===== config.mk =====
export PLATFORM = sky130hd
export DESIGN_NAME = iepr_top
export DESIGN_NICKNAME = d
export VERILOG_FILES = /design/src/hdl/iepr_pkg.sv /design/src/hdl/iepr_top.sv /design/src/hdl/iepr_gate.sv /design/src/hdl/iepr_arbiter.sv
export SDC_FILE = /design/constraint.sdc
export NUM_CORES = 1
export LEC_CHECK = 0
export ABC_CLOCK_PERIOD_IN_PS = 1450
export BUFFER_PORTS_ARGS = -buffer_cell sky130_fd_sc_hd__buf_2
export CAP_MARGIN = 10
export CORE_MARGIN = 8
export CORE_UTILIZATION = 47
export DETAILED_ROUTE_END_ITERATION = 7
export PLACE_DENSITY = 0.76
export SKIP_CTS_REPAIR_TIMING = 1
export SYNTH_ARGS = -nofsm -noshare
export SYNTH_HDL_FRONTEND = slang
export SYNTH_SLANG_ARGS = --single-unit
export TNS_END_PERCENT = 30

===== constraint.sdc =====
create_clock -name clk -period 1.45 [get_ports clk]
set_input_delay 0.29 -clock clk [delete_from_list [all_inputs] [get_ports clk]]
set_output_delay 0.29 -clock clk [all_outputs]
set_load 0.1 [all_outputs]

===== src/hdl/iepr_pkg.sv =====
// constants and types shared by the interrupt enable and priority block
// assumes an 8-bit special-function register space on the core clock
package iepr_pkg;

	// ****************************************
	// register addresses and layout
	// ****************************************
	localparam logic [7:0] ADDR_ENABLE_MAIN   = 8'ha8;
	localparam logic [7:0] ADDR_PRIORITY_MAIN = 8'hb8;
	localparam logic [7:0] ADDR_ENABLE_EXT    = 8'he6;

	localparam int unsigned GLOBAL_GATE_BIT   = 7;
	localparam int unsigned PRIO_RESERVED_BIT = 7;
	localparam int unsigned SRC_MAIN_COUNT    = 7;
	localparam int unsigned NUM_SRC           = 15;

	// ****************************************
	// values after reset
	// ****************************************
	localparam logic [7:0] ENABLE_MAIN_RESET   = 8'h00;
	localparam logic [7:0] PRIORITY_MAIN_RESET = 8'h80;
	localparam logic [7:0] ENABLE_EXT_RESET    = 8'h00;

	// ****************************************
	// sources in fixed service order
	// ****************************************
	typedef enum logic [3:0] {
		SRC_EXT0      = 4'h0,
		SRC_TIMER0    = 4'h1,
		SRC_EXT1      = 4'h2,
		SRC_TIMER1    = 4'h3,
		SRC_UART      = 4'h4,
		SRC_TIMER2    = 4'h5,
		SRC_SPI       = 4'h6,
		SRC_SMBUS     = 4'h7,
		SRC_ALARM     = 4'h8,
		SRC_ADC_WIN   = 4'h9,
		SRC_ADC_DONE  = 4'ha,
		SRC_COUNTER   = 4'hb,
		SRC_DMA_MID   = 4'hc,
		SRC_DMA_END   = 4'hd,
		SRC_TIMER3    = 4'he
	} iepr_src_t;

	// levels of service currently under way in the core
	typedef enum logic [1:0] {
		SVC_NONE = 2'b00,
		SVC_LOW  = 2'b01,
		SVC_HIGH = 2'b10,
		SVC_BOTH = 2'b11
	} iepr_svc_t;

endpackage


===== src/hdl/iepr_top.sv =====
// interrupt enable, priority and request logic for the core
// assumes register accesses and pending flags come from core-clock logic
`timescale 1ns/100ps

// Behaviour
// RL1: enable bit 7 gates all sources
// RL2: gate at 0 blocks every request
// RL3: gate at 1 obeys each own mask
// RL4: enable bit 6 masks serial peripheral source
// RL5: enable bit 5 masks timer 2, either flag
// RL6: enable bit 4 masks asynchronous serial port
// RL7: enable bit 3 masks timer 1 overflow
// RL8: enable bit 2 masks external request one
// RL9: enable bit 1 masks timer 0 overflow
// RL10: enable bit 0 masks external request zero
// RL11: priority bit 7 reads 1, never changes
// RL12: priority bit 6 sets serial peripheral level
// RL13: priority bit 5 sets timer 2 level
// RL14: priority bit 4 sets serial port level
// RL15: priority bit 3 sets timer 1 level
// RL16: priority bit 2 sets external one level
// RL17: priority bit 1 sets timer 0 level
// RL18: priority bit 0 sets external zero level
// RL19: priority register at 0xB8, bit access
// RL20: extended enable: eight masks, reset zero
// RL21: extended bit 7 masks timer 3 flags
// RL22: high preempts low; fixed order breaks ties
// RL23: reset clears masks and levels
module iepr_top (
	input  logic                clk,
	input  logic                rst_n,
	input  logic [7:0]          sfrAddr,
	input  logic                sfrWrite,
	input  logic [7:0]          sfrWrData,
	input  logic                sfrRead,
	output logic [7:0]          sfrRdData,
	input  logic [7:0]          bitAddr,
	input  logic                bitWrite,
	input  logic                bitWrData,
	input  logic                bitRead,
	output logic                bitRdData,
	input  logic                externalRequestZero,
	input  logic                timer0Overflow,
	input  logic                externalRequestOne,
	input  logic                timer1Overflow,
	input  logic                uartPending,
	input  logic                timer2LowOverflow,
	input  logic                timer2HighOverflow,
	input  logic                spiPending,
	input  logic                smbusPending,
	input  logic                clockAlarmPending,
	input  logic                adcWindowPending,
	input  logic                adcDonePending,
	input  logic                counterArrayPending,
	input  logic                dmaMidPending,
	input  logic                dmaEndPending,
	input  logic                timer3LowOverflow,
	input  logic                timer3HighOverflow,
	input  logic                irqAck,
	input  logic                irqReturn,
	output logic                irqRequest,
	output logic                irqHigh,
	output iepr_pkg::iepr_src_t irqSource
);
	import iepr_pkg::*;

	// ****************************************
	// declarations
	// ****************************************
	logic [7:0]           enableMain_reg;
	logic [7:0]           priorityMain_reg;
	logic [7:0]           enableExt_reg;
	logic [7:0]           sfrRdData_reg;
	logic [7:0]           sfrRdData_next;
	logic                 bitRdData_reg;
	iepr_svc_t            svcState_reg;
	logic                 irqRequest_reg;
	logic                 irqRequest_next;
	logic                 irqHigh_reg;
	iepr_src_t            irqSource_reg;

	logic                 hitEnableMain;
	logic                 hitPriorityMain;
	logic                 hitEnableExt;
	logic                 bitHitPriority;
	logic [2:0]           bitIndex;
	logic [NUM_SRC-1:0]   sourceMask;
	logic [NUM_SRC-1:0]   sourceLevel;
	logic [NUM_SRC-1:0]   sourcePending;
	logic [NUM_SRC-1:0]   sourceActive;
	logic                 allowHigh;
	logic                 allowLow;
	logic                 winFound;
	logic                 winHigh;
	iepr_src_t            winSource;

	// ****************************************
	// address decode
	// ****************************************
	// register paging is ignored: all three registers answer on every page
	assign hitEnableMain   = (sfrAddr == ADDR_ENABLE_MAIN);
	assign hitPriorityMain = (sfrAddr == ADDR_PRIORITY_MAIN); // RL19
	assign hitEnableExt    = (sfrAddr == ADDR_ENABLE_EXT);
	assign bitHitPriority  = (bitAddr[7:3] == ADDR_PRIORITY_MAIN[7:3]); // RL19
	assign bitIndex        = bitAddr[2:0];

	// ****************************************
	// main enable register
	// ****************************************
	always_ff @(posedge clk or negedge rst_n) begin
		if (!rst_n) begin
			enableMain_reg <= ENABLE_MAIN_RESET; // RL23
		end else if (sfrWrite && hitEnableMain) begin
			enableMain_reg <= sfrWrData;
		end
	end

	// ****************************************
	// main priority register
	// ****************************************
	// byte write wins over a bit write landing in the same cycle
	always_ff @(posedge clk or negedge rst_n) begin
		if (!rst_n) begin
			priorityMain_reg <= PRIORITY_MAIN_RESET; // RL23
		end else if (sfrWrite && hitPriorityMain) begin
			priorityMain_reg <= {1'b1, sfrWrData[PRIO_RESERVED_BIT-1:0]}; // RL11
		end else if (bitWrite && bitHitPriority && bitIndex != 3'h7) begin
			priorityMain_reg[bitIndex] <= bitWrData; // RL19
		end
	end

	// ****************************************
	// extended enable register
	// ****************************************
	always_ff @(posedge clk or negedge rst_n) begin
		if (!rst_n) begin
			enableExt_reg <= ENABLE_EXT_RESET; // RL20
		end else if (sfrWrite && hitEnableExt) begin
			enableExt_reg <= sfrWrData; // RL20
		end
	end

	// ****************************************
	// read paths
	// ****************************************
	always_comb begin
		sfrRdData_next = 8'h00;
		if (hitEnableMain) begin
			sfrRdData_next = enableMain_reg;
		end else if (hitPriorityMain) begin
			sfrRdData_next = priorityMain_reg;
		end else if (hitEnableExt) begin
			sfrRdData_next = enableExt_reg;
		end
	end

	always_ff @(posedge clk or negedge rst_n) begin
		if (!rst_n) begin
			sfrRdData_reg <= 8'h00;
		end else if (sfrRead) begin
			sfrRdData_reg <= sfrRdData_next;
		end
	end

	// unmapped bit addresses read as zero
	always_ff @(posedge clk or negedge rst_n) begin
		if (!rst_n) begin
			bitRdData_reg <= 1'b0;
		end else if (bitRead) begin
			bitRdData_reg <= bitHitPriority & priorityMain_reg[bitIndex]; // RL19
		end
	end

	assign sfrRdData = sfrRdData_reg;
	assign bitRdData = bitRdData_reg;

	// ****************************************
	// source vectors
	// ****************************************
	// source order matches the bit order of both enable registers
	assign sourceMask = {enableExt_reg, enableMain_reg[SRC_MAIN_COUNT-1:0]}; // RL4
	// extended sources have no level register here, so they stay low
	assign sourceLevel = {8'h00, priorityMain_reg[SRC_MAIN_COUNT-1:0]}; // RL12

	assign sourcePending = {
		timer3LowOverflow | timer3HighOverflow, // RL21
		dmaEndPending,
		dmaMidPending,
		counterArrayPending,
		adcDonePending,
		adcWindowPending,
		clockAlarmPending,
		smbusPending,
		spiPending, // RL4
		timer2LowOverflow | timer2HighOverflow, // RL5
		uartPending, // RL6
		timer1Overflow, // RL7
		externalRequestOne, // RL8
		timer0Overflow, // RL9
		externalRequestZero // RL10
	};

	iepr_gate u_gate (
		.globalGate    (enableMain_reg[GLOBAL_GATE_BIT]), // RL1
		.sourceMask    (sourceMask),
		.sourcePending (sourcePending),
		.sourceActive  (sourceActive)
	);

	// ****************************************
	// arbitration against level in service
	// ****************************************
	// a high routine blocks everything; a low one lets only high through
	assign allowHigh = (svcState_reg == SVC_NONE) || (svcState_reg == SVC_LOW); // RL22
	assign allowLow  = (svcState_reg == SVC_NONE); // RL22

	iepr_arbiter u_arbiter (
		.sourceActive (sourceActive),
		.sourceLevel  (sourceLevel),
		.allowHigh    (allowHigh),
		.allowLow     (allowLow),
		.winFound     (winFound),
		.winHigh      (winHigh),
		.winSource    (winSource)
	);

	// held off in the ack cycle so the taken source is not offered twice
	assign irqRequest_next = winFound & ~irqAck;

	always_ff @(posedge clk or negedge rst_n) begin
		if (!rst_n) begin
			irqRequest_reg <= 1'b0;
			irqHigh_reg    <= 1'b0;
			irqSource_reg  <= SRC_EXT0;
		end else begin
			irqRequest_reg <= irqRequest_next; // RL3
			irqHigh_reg    <= winHigh & irqRequest_next; // RL22
			irqSource_reg  <= winSource;
		end
	end

	assign irqRequest = irqRequest_reg;
	assign irqHigh    = irqHigh_reg;
	assign irqSource  = irqSource_reg;

	// ****************************************
	// service level tracking
	// ****************************************
	always_ff @(posedge clk or negedge rst_n) begin
		if (!rst_n) begin
			svcState_reg <= SVC_NONE;
		end else begin
			case (svcState_reg)
				SVC_NONE: begin
					if (irqAck && irqRequest_reg) begin
						svcState_reg <= irqHigh_reg ? SVC_HIGH : SVC_LOW;
					end
				end
				SVC_LOW: begin
					if (irqAck && irqRequest_reg && irqHigh_reg) begin
						svcState_reg <= SVC_BOTH; // RL22
					end else if (irqReturn) begin
						svcState_reg <= SVC_NONE;
					end
				end
				SVC_HIGH: begin
					if (irqReturn) begin
						svcState_reg <= SVC_NONE;
					end
				end
				SVC_BOTH: begin
					if (irqReturn) begin
						svcState_reg <= SVC_LOW;
					end
				end
				default: begin
					svcState_reg <= SVC_NONE;
				end
			endcase
		end
	end
endmodule


===== src/hdl/iepr_gate.sv =====
// per-source gating of pending flags by the global gate and source masks
// assumes flags and masks are on the same clock as the caller
`timescale 1ns/100ps
module iepr_gate (
	input  logic                         globalGate,
	input  logic [iepr_pkg::NUM_SRC-1:0] sourceMask,
	input  logic [iepr_pkg::NUM_SRC-1:0] sourcePending,
	output logic [iepr_pkg::NUM_SRC-1:0] sourceActive
);
	import iepr_pkg::*;

	genvar g;
	generate
		for (g = 0; g < NUM_SRC; g++) begin : gen_src
			// the global gate overrides every individual mask
			assign sourceActive[g] = globalGate & sourceMask[g] & sourcePending[g]; // RL2 RL3
		end
	endgenerate

endmodule


===== src/hdl/iepr_arbiter.sv =====
// picks the winning source: high level first, then lowest source number
// assumes active and level vectors are stable for the cycle
`timescale 1ns/100ps
module iepr_arbiter (
	input  logic [iepr_pkg::NUM_SRC-1:0] sourceActive,
	input  logic [iepr_pkg::NUM_SRC-1:0] sourceLevel,
	input  logic                         allowHigh,
	input  logic                         allowLow,
	output logic                         winFound,
	output logic                         winHigh,
	output iepr_pkg::iepr_src_t          winSource
);
	import iepr_pkg::*;

	logic       hiFound;
	logic [3:0] hiIdx;
	logic       anyFound;
	logic [3:0] anyIdx;

	always_comb begin
		hiFound  = 1'b0;
		hiIdx    = 4'h0;
		anyFound = 1'b0;
		anyIdx   = 4'h0;
		// walk downward so the lowest source number is the last to land
		for (int i = NUM_SRC - 1; i >= 0; i--) begin
			if (sourceActive[i]) begin
				anyFound = 1'b1;
				anyIdx   = 4'(i);
				if (sourceLevel[i]) begin // RL12 RL13 RL14 RL15 RL16 RL17 RL18
					hiFound = 1'b1;
					hiIdx   = 4'(i);
				end
			end
		end
		winHigh   = hiFound & allowHigh;
		winFound  = winHigh | (anyFound & allowLow);
		winSource = iepr_src_t'(winHigh ? hiIdx : anyIdx);
	end

endmodule


==> results of run 1 <==
-- metal layers --
layer / wire length (µm) / vias to the layer above
met5: 0 / -
met4: 189 / 0
met3: 420 / 13
met2: 3340 / 78
met1: 2830 / 1040
li1: - / 1037
-- worst max-delay path: stages, from the launching register on --
cell       delay (ns)
dfrtp_2          0.43
buf_4            0.16
nand4_1          0.14
a41oi_2          0.18
nor2_2           0.18
o2111ai_1        0.14
a32o_1           0.24
-- layout make-up --
class	instances	area share [%]
clock buffers	6	2.41
well taps	54	2.24
inverters	4	0.498
repair buffers	98	20.3
multi-input cells	167	39.9
flip-flops and latches	41	34.1
clock inverters	2	0.498
-- cells in the mapped netlist, types with 2 or more instances --
master     number  share of area (%)
nor3_1          4               0.90
nand3_1         6                1.3
mux4_2          2                2.0
o2111ai_1       2               0.78
a22o_1          6                2.4
clkbuf_1        4               0.67
a31oi_1         2               0.56
nand4b_1        2               0.78
o21ai_0         8                1.8
a222oi_1        8                3.6
inv_1           4               0.67
a21oi_1        19                4.3
nand2b_1        2               0.56
nor2_1         25                4.2
dfrtp_1        40                 45
and2_1          2               0.56
nand2_1        19                3.2
mux2i_1         9                4.0
nand4_1         9                2.5
o31ai_1         2               0.67
nor3_4          2                1.5
mux2_2         16                8.1
o21a_1          4                1.3
-- how the worst min path moves through the flow --
stage	start	to	cells after the start
after floorplan	rst_n	bitRdData$_DFFE_PN0P_	0
after global placement	rst_n	priorityMain_reg[6]$_DFFE_PN0P_	1
after detailed placement	rst_n	priorityMain_reg[5]$_DFFE_PN0P_	1
after CTS	rst_n	priorityMain_reg[5]$_DFFE_PN0P_	1
after global routing	irqReturn	svcState_reg[1]$_DFFE_PN0P_	2
final	irqReturn	svcState_reg[1]$_DFFE_PN0P_	2
-- through the flow --
stage / cell area (µm²) / power [W]
after detailed placement: 2830 / 0.00181
after CTS: 2920 / 0.00256
after global routing: 3010 / 0.00266
after floorplan: 2240 / 0.00155
after global placement: 2830 / 0.00180
final: 3010 / 0.00256
-- where the power goes --
part | internal [W] | leakage, nW | switching, W
registers | 0.00121 | 0.549 | 0.0000634
clock network | 0.000339 | 0.0374 | 0.000406
logic | 0.000206 | 0.860 | 0.000334
-- kinds of logic after synthesis --
| family | after synthesis |
|---|---|
| buffers and inverters | 10 |
| muxes | 27 |
| AOI/OAI and AO/OA | 59 |
| DFF | 41 |
| and+or+nand+nor | 81 |
==> impl_results.md, run 1 <==
* Final Cycle Share at 109%
* Clk pin slew, worst setup/hold paths at 0.08 ns
* Post-synthesis compound-gate area fraction at 18.4%
* Violated checks: negative setup slack
* Clock skew at 0.00536 ns
* Main flop type after synthesis: dfrtp_1
* Final setup viols at 3
* Mux cell area share after synthesis at 14.1%
* Num CTS Buffers at 5
* Die height at 85.0 µm
* Vias in the first global route at 2,165
* Slew HR at 67.6%
* Setup ws final at -0.135 ns
* Post-synthesis xor/xnor area fraction at 0%
* Core Rows at 25
* GRT met3 Usage at 4.83%
* Port Buffers at 64
* Most common cell after layout, fill and taps aside: buf_2
* Minimum clock period at 1.59 ns
* CP Max Fanout at 5
* DIE WIDTH at 85.0 µm
* Seq/Total Area, Yosys at 45.9%
* Worst setup path endpoint: irqSource[0]$_DFF_PN0_
* Post-route antenna net violation count at 0
* Reg-to-reg slack, setup at -0.14 ns
* Initial antenna violation count at 0
* Unrepaired setup endpoints after global routing: true
* FF-to-FF path depth at 6
* # diodes at 0
* GRT overflow at 0
* Setup_tns at -0.287 ns
* GRT Total Usage at 18.9%
* EDFF count, synth at 0
* Pwr dens at 849 nW/µm²
* Post-synthesis instance total at 218
* Max Clk Rate at 631 MHz
* Yosys reg bits at 41
* 1st-pass router iterations at 5
* Vias per cell at 5.83
* Clock Latency Late Sink at 0.30 ns
* Startpoint types: flip-flop
* P&R area growth vs syn at 34.8%
* First-pass GRT wire length at 10.7 mm
* Pre-CTS WS at -0.287 ns
* CTS tree: yes
* Worst setup path start: enableMain_reg[7]$_DFFE_PN0P_
* I/O pin count at 65
* Leakage dissipation at 1.45 nW
* Adder-Cell Fraction of Synth Area at 0%
* Outcome: finished with violations
* Reg2reg start: enableMain_reg[7]$_DFFE_PN0P_
* Worst-Margin Slew at 0.489 ns
* CTS Root Cell: clkbuf_8
* Final Hold Slack at 0.175 ns
* Most frequent cells in the layout: buf_2 (63), dfrtp_1 (39), buf_4 (30)
* Area of the core at 4660 µm²
* H-tree levels at 2
* Footprint of the multi-input gates at 1200 µm²
* Cell Count, Final, Fillers Out at 372
* Clk sinks at 41
* Simple-Gate Fraction of Synth Area at 19.5%
* Post-synthesis cell area at 2240 µm²
* Final slew viol count at 0
* Hold Crit Class: in2reg
* Ys async rst share at 100%
* Main combinational cell family by area after synthesis: simple AND/OR/NAND/NOR gates
* Synth warn at 0
* VDD IR-drop max at 525 µV
* WP data required at 1.64 ns
* Hold Vio Cnt, Final at 0
* Reg2Reg Capture Point: irqSource[0]$_DFF_PN0_
* Net count, final at 367
* Ratio of cells with drive above 1 in the final layout at 43.4%
* GP Congestion at 0.925
* Crit end category: flip-flop
* Synth Area per Inst at 10.3 µm²
* Largest net degree at the start of global routing at 29
* Maximum clock insertion buffer count at 2
* Post-Syn Nets at 268
* M1 GR Usage at 22.6%
* Fill cell count at 373
* Total number of vias at 2,168
* Residual DRC at 0
* GR peak layer: met2
* Detailed Route Iter0 Violations at 178
* Placed wire-length estimate at 5.16 mm
* Netlist cell types at 44
* Crit path DAT at 1.78 ns
* Final WL at 6.78 mm
* Storage cell area at 1030 µm²
* Placed Cells at 358
* Met2 GRT Util at 30.9%
* Avg WL per Cell at 18.2 µm
* MaxCap Viol Count at 0
* Final cell utilization of the core at 64.7%
* CP Class: reg2reg
* Starting Density at 48.0%
* Die Footprint at 7220 µm²
Power figures use the tool's default switching activity.
==> inputs of run 2 (changes only) <==
==> constraint.sdc (replaced) <==
create_clock -name clk -period 1.45 [get_ports clk]
set_input_delay 0.0725 -clock clk [delete_from_list [all_inputs] [get_ports clk]]
set_output_delay 0.0725 -clock clk [all_outputs]
set_load 0.1 [all_outputs]
==> impl_results.md, run 2 (synthesis gave the netlist of run 1 again) <==
* Max Clk Rate at 679 MHz (was 631 MHz)
* 1st-pass router iterations at 7 (was 5)
* Vias in the first global route at 2,185 (was 2,165)
* Detailed Route Iter0 Violations at 160 (was 178)
* Reg2Reg Capture Point: irqSource[1]$_DFF_PN0_ (was irqSource[0]$_DFF_PN0_)
* Pwr dens at 962 nW/µm² (was 849 nW/µm²)
* Leakage dissipation at 1.42 nW (was 1.45 nW)
* WHS Endpoint: enableExt_reg[7]$_DFFE_PN0P_ (was svcState_reg[1]$_DFFE_PN0P_)
* Most common cell after layout, fill and taps aside: buf_2 (unchanged)
* Residual DRC at 0 (unchanged)
* Largest net degree at the start of global routing at 23 (was 29)
* Maximum clock insertion buffer count at 2 (unchanged)
* Ratio of cells with drive above 1 in the final layout at 40.7% (was 43.4%)
* Post-route antenna net violation count at 0 (unchanged)
* Core Rows at 25 (unchanged)
* Hold Crit Class: in2reg (unchanged)
* Die height at 85.0 µm (unchanged)
* Clk sinks at 41 (unchanged)
* Hold_sp: sfrWrData[7] (was irqReturn)
* Total power at 0.00286 W (was 0.00256 W)
* H-tree levels at 2 (unchanged)
* Post-DP Area at 2770 µm² (was 2830 µm²)
* CTS tree: yes (unchanged)
* Starting Density at 48.0% (unchanged)
* Unrepaired setup endpoints after global routing: true (unchanged)
* DIE WIDTH at 85.0 µm (unchanged)
* CP Class: reg2reg (unchanged)
* Crit path DAT at 1.68 ns (was 1.78 ns)
* # diodes at 0 (unchanged)
* Final setup viols at 2 (was 3)
* Reg2reg start: enableMain_reg[7]$_DFFE_PN0P_ (unchanged)
* First-pass GRT wire length at 10.7 mm (about the same)
* Initial antenna violation count at 0 (unchanged)
* Crit end category: flip-flop (unchanged)
* CP Max Fanout at 11 (was 5)
* Clock skew at 0.00942 ns (was 0.00536 ns)
* VDD IR-drop max at 616 µV (was 525 µV)
* Setup_tns at -0.0331 ns (was -0.287 ns)
* Hold Vio Cnt, Final at 0 (unchanged)
* Startpoint types: flip-flop (unchanged)
* Worst-Margin Slew at 0.499 ns (was 0.489 ns)
* Vias per cell at 5.86 (was 5.83)
* Placed Cells at 354 (was 358)
* Reg-to-reg slack, setup at -0.02 ns (was -0.14 ns)
* Area of the core at 4660 µm² (unchanged)
* Worst hold stages at 2 (unchanged)
* GRT overflow at 0 (unchanged)
* Minimum clock period at 1.47 ns (was 1.59 ns)
* Clk pin slew, worst setup/hold paths at 0.09 ns (was 0.08 ns)
* Final WL at 6.51 mm (was 6.78 mm)
* Clock Latency Late Sink at 0.30 ns (about the same)
* GRT Total Usage at 18.6% (was 18.9%)
* Final slew viol count at 0 (unchanged)
* MaxCap Viol Count at 0 (unchanged)
* Finished Cell Area at 2970 µm² (was 3010 µm²)
* Total number of vias at 2,145 (was 2,168)
* Num CTS Buffers at 5 (unchanged)
* I/O pin count at 65 (unchanged)
* Violated checks: negative setup slack (unchanged)
* Avg WL per Cell at 17.8 µm (was 18.2 µm)
* P&R area growth vs syn at 33.0% (was 34.8%)
* Cell Count, Final, Fillers Out at 366 (was 372)
* Net count, final at 361 (was 367)
* Final Cycle Share at 102% (was 109%)
* Die Footprint at 7220 µm² (unchanged)
* FF-to-FF path depth at 5 (was 6)
* Pre-CTS WS at -0.101 ns (was -0.287 ns)
* GP Congestion at 0.872 (was 0.925)
* Outcome: finished with violations (unchanged)
* Most frequent cells in the layout: buf_2 (64), dfrtp_1 (39), nor2_1 (24), buf_4 (24) (was buf_2 (63), dfrtp_1 (39), buf_4 (30))
* Port Buffers at 64 (unchanged)
* Setup ws final at -0.0232 ns (was -0.135 ns)
* Placed wire-length estimate at 5.12 mm (was 5.16 mm)
* WP data required at 1.65 ns (was 1.64 ns)
* CTS Root Cell: clkbuf_8 (unchanged)
* Slew HR at 66.8% (was 67.6%)
==> run 2: cell type report <==
cell class / instances / area [µm²]
Clock inverter: 3 / 65.1
Fill cell: 387 / 1690
Timing Repair Buffer: 92 / 541
Clock buffer: 5 / 68.8
Tap cell: 54 / 67.6
Inverter: 4 / 15.0
Sequential cell: 41 / 1030
Multi-Input combinational cell: 167 / 1190
==> run 2: worst max path at each step <==
| stage | startpoint | endpoint | slack, ns | cells past startpoint |
|---|---|---|---|---|
| after floorplan | enableMain_reg[7]$_DFFE_PN0P_ | irqSource[0]$_DFF_PN0_ | -0.03 | 6 |
| after global placement | enableMain_reg[7]$_DFFE_PN0P_ | irqSource[1]$_DFF_PN0_ | -0.08 | 5 |
| after detailed placement | enableMain_reg[7]$_DFFE_PN0P_ | irqSource[1]$_DFF_PN0_ | -0.10 | 5 |
| after CTS | enableMain_reg[7]$_DFFE_PN0P_ | irqSource[1]$_DFF_PN0_ | -0.12 | 5 |
| after global routing | enableMain_reg[7]$_DFFE_PN0P_ | irqSource[1]$_DFF_PN0_ | -0.13 | 6 |
| final | enableMain_reg[7]$_DFFE_PN0P_ | irqSource[1]$_DFF_PN0_ | -0.02 | 5 |
==> run 2: worst max-delay path: stages, from the launching register on <==
cell	delay [ns]
dfrtp_2	0.47
nand4_1	0.17
a31oi_2	0.27
nor2_2	0.08
a311o_1	0.32
o31ai_1	0.07
==> run 2: per-stage QoR <==
stage | hold slack (ns) | util, %
after floorplan | -0.223 | -
after global routing | 0.0228 | 63.8
after global placement | 0.0586 | 59.5
after CTS | -0.269 | 62.4
after detailed placement | 0.0659 | 59.5
final | 0.0367 | 63.8
==> run 2: report_power, final <==
group          internal (W)  switching, W
Clock              0.000684      0.000402
Sequential          0.00121     0.0000721
Combinational      0.000183      0.000312
==> run 2: routing by layer <==
layer | vias up | global-route usage, % | share of wire, % | routed length (µm)
met2 | 96 | 31.0 | 49 | 3170
met4 | 0 | 6.63 | 2.3 | 151
met3 | 14 | 4.83 | 6.3 | 413
li1 | 1028 | - | - | -
met1 | 1007 | 22.5 | 42 | 2760
met5 | - | 0 | 0 | 0
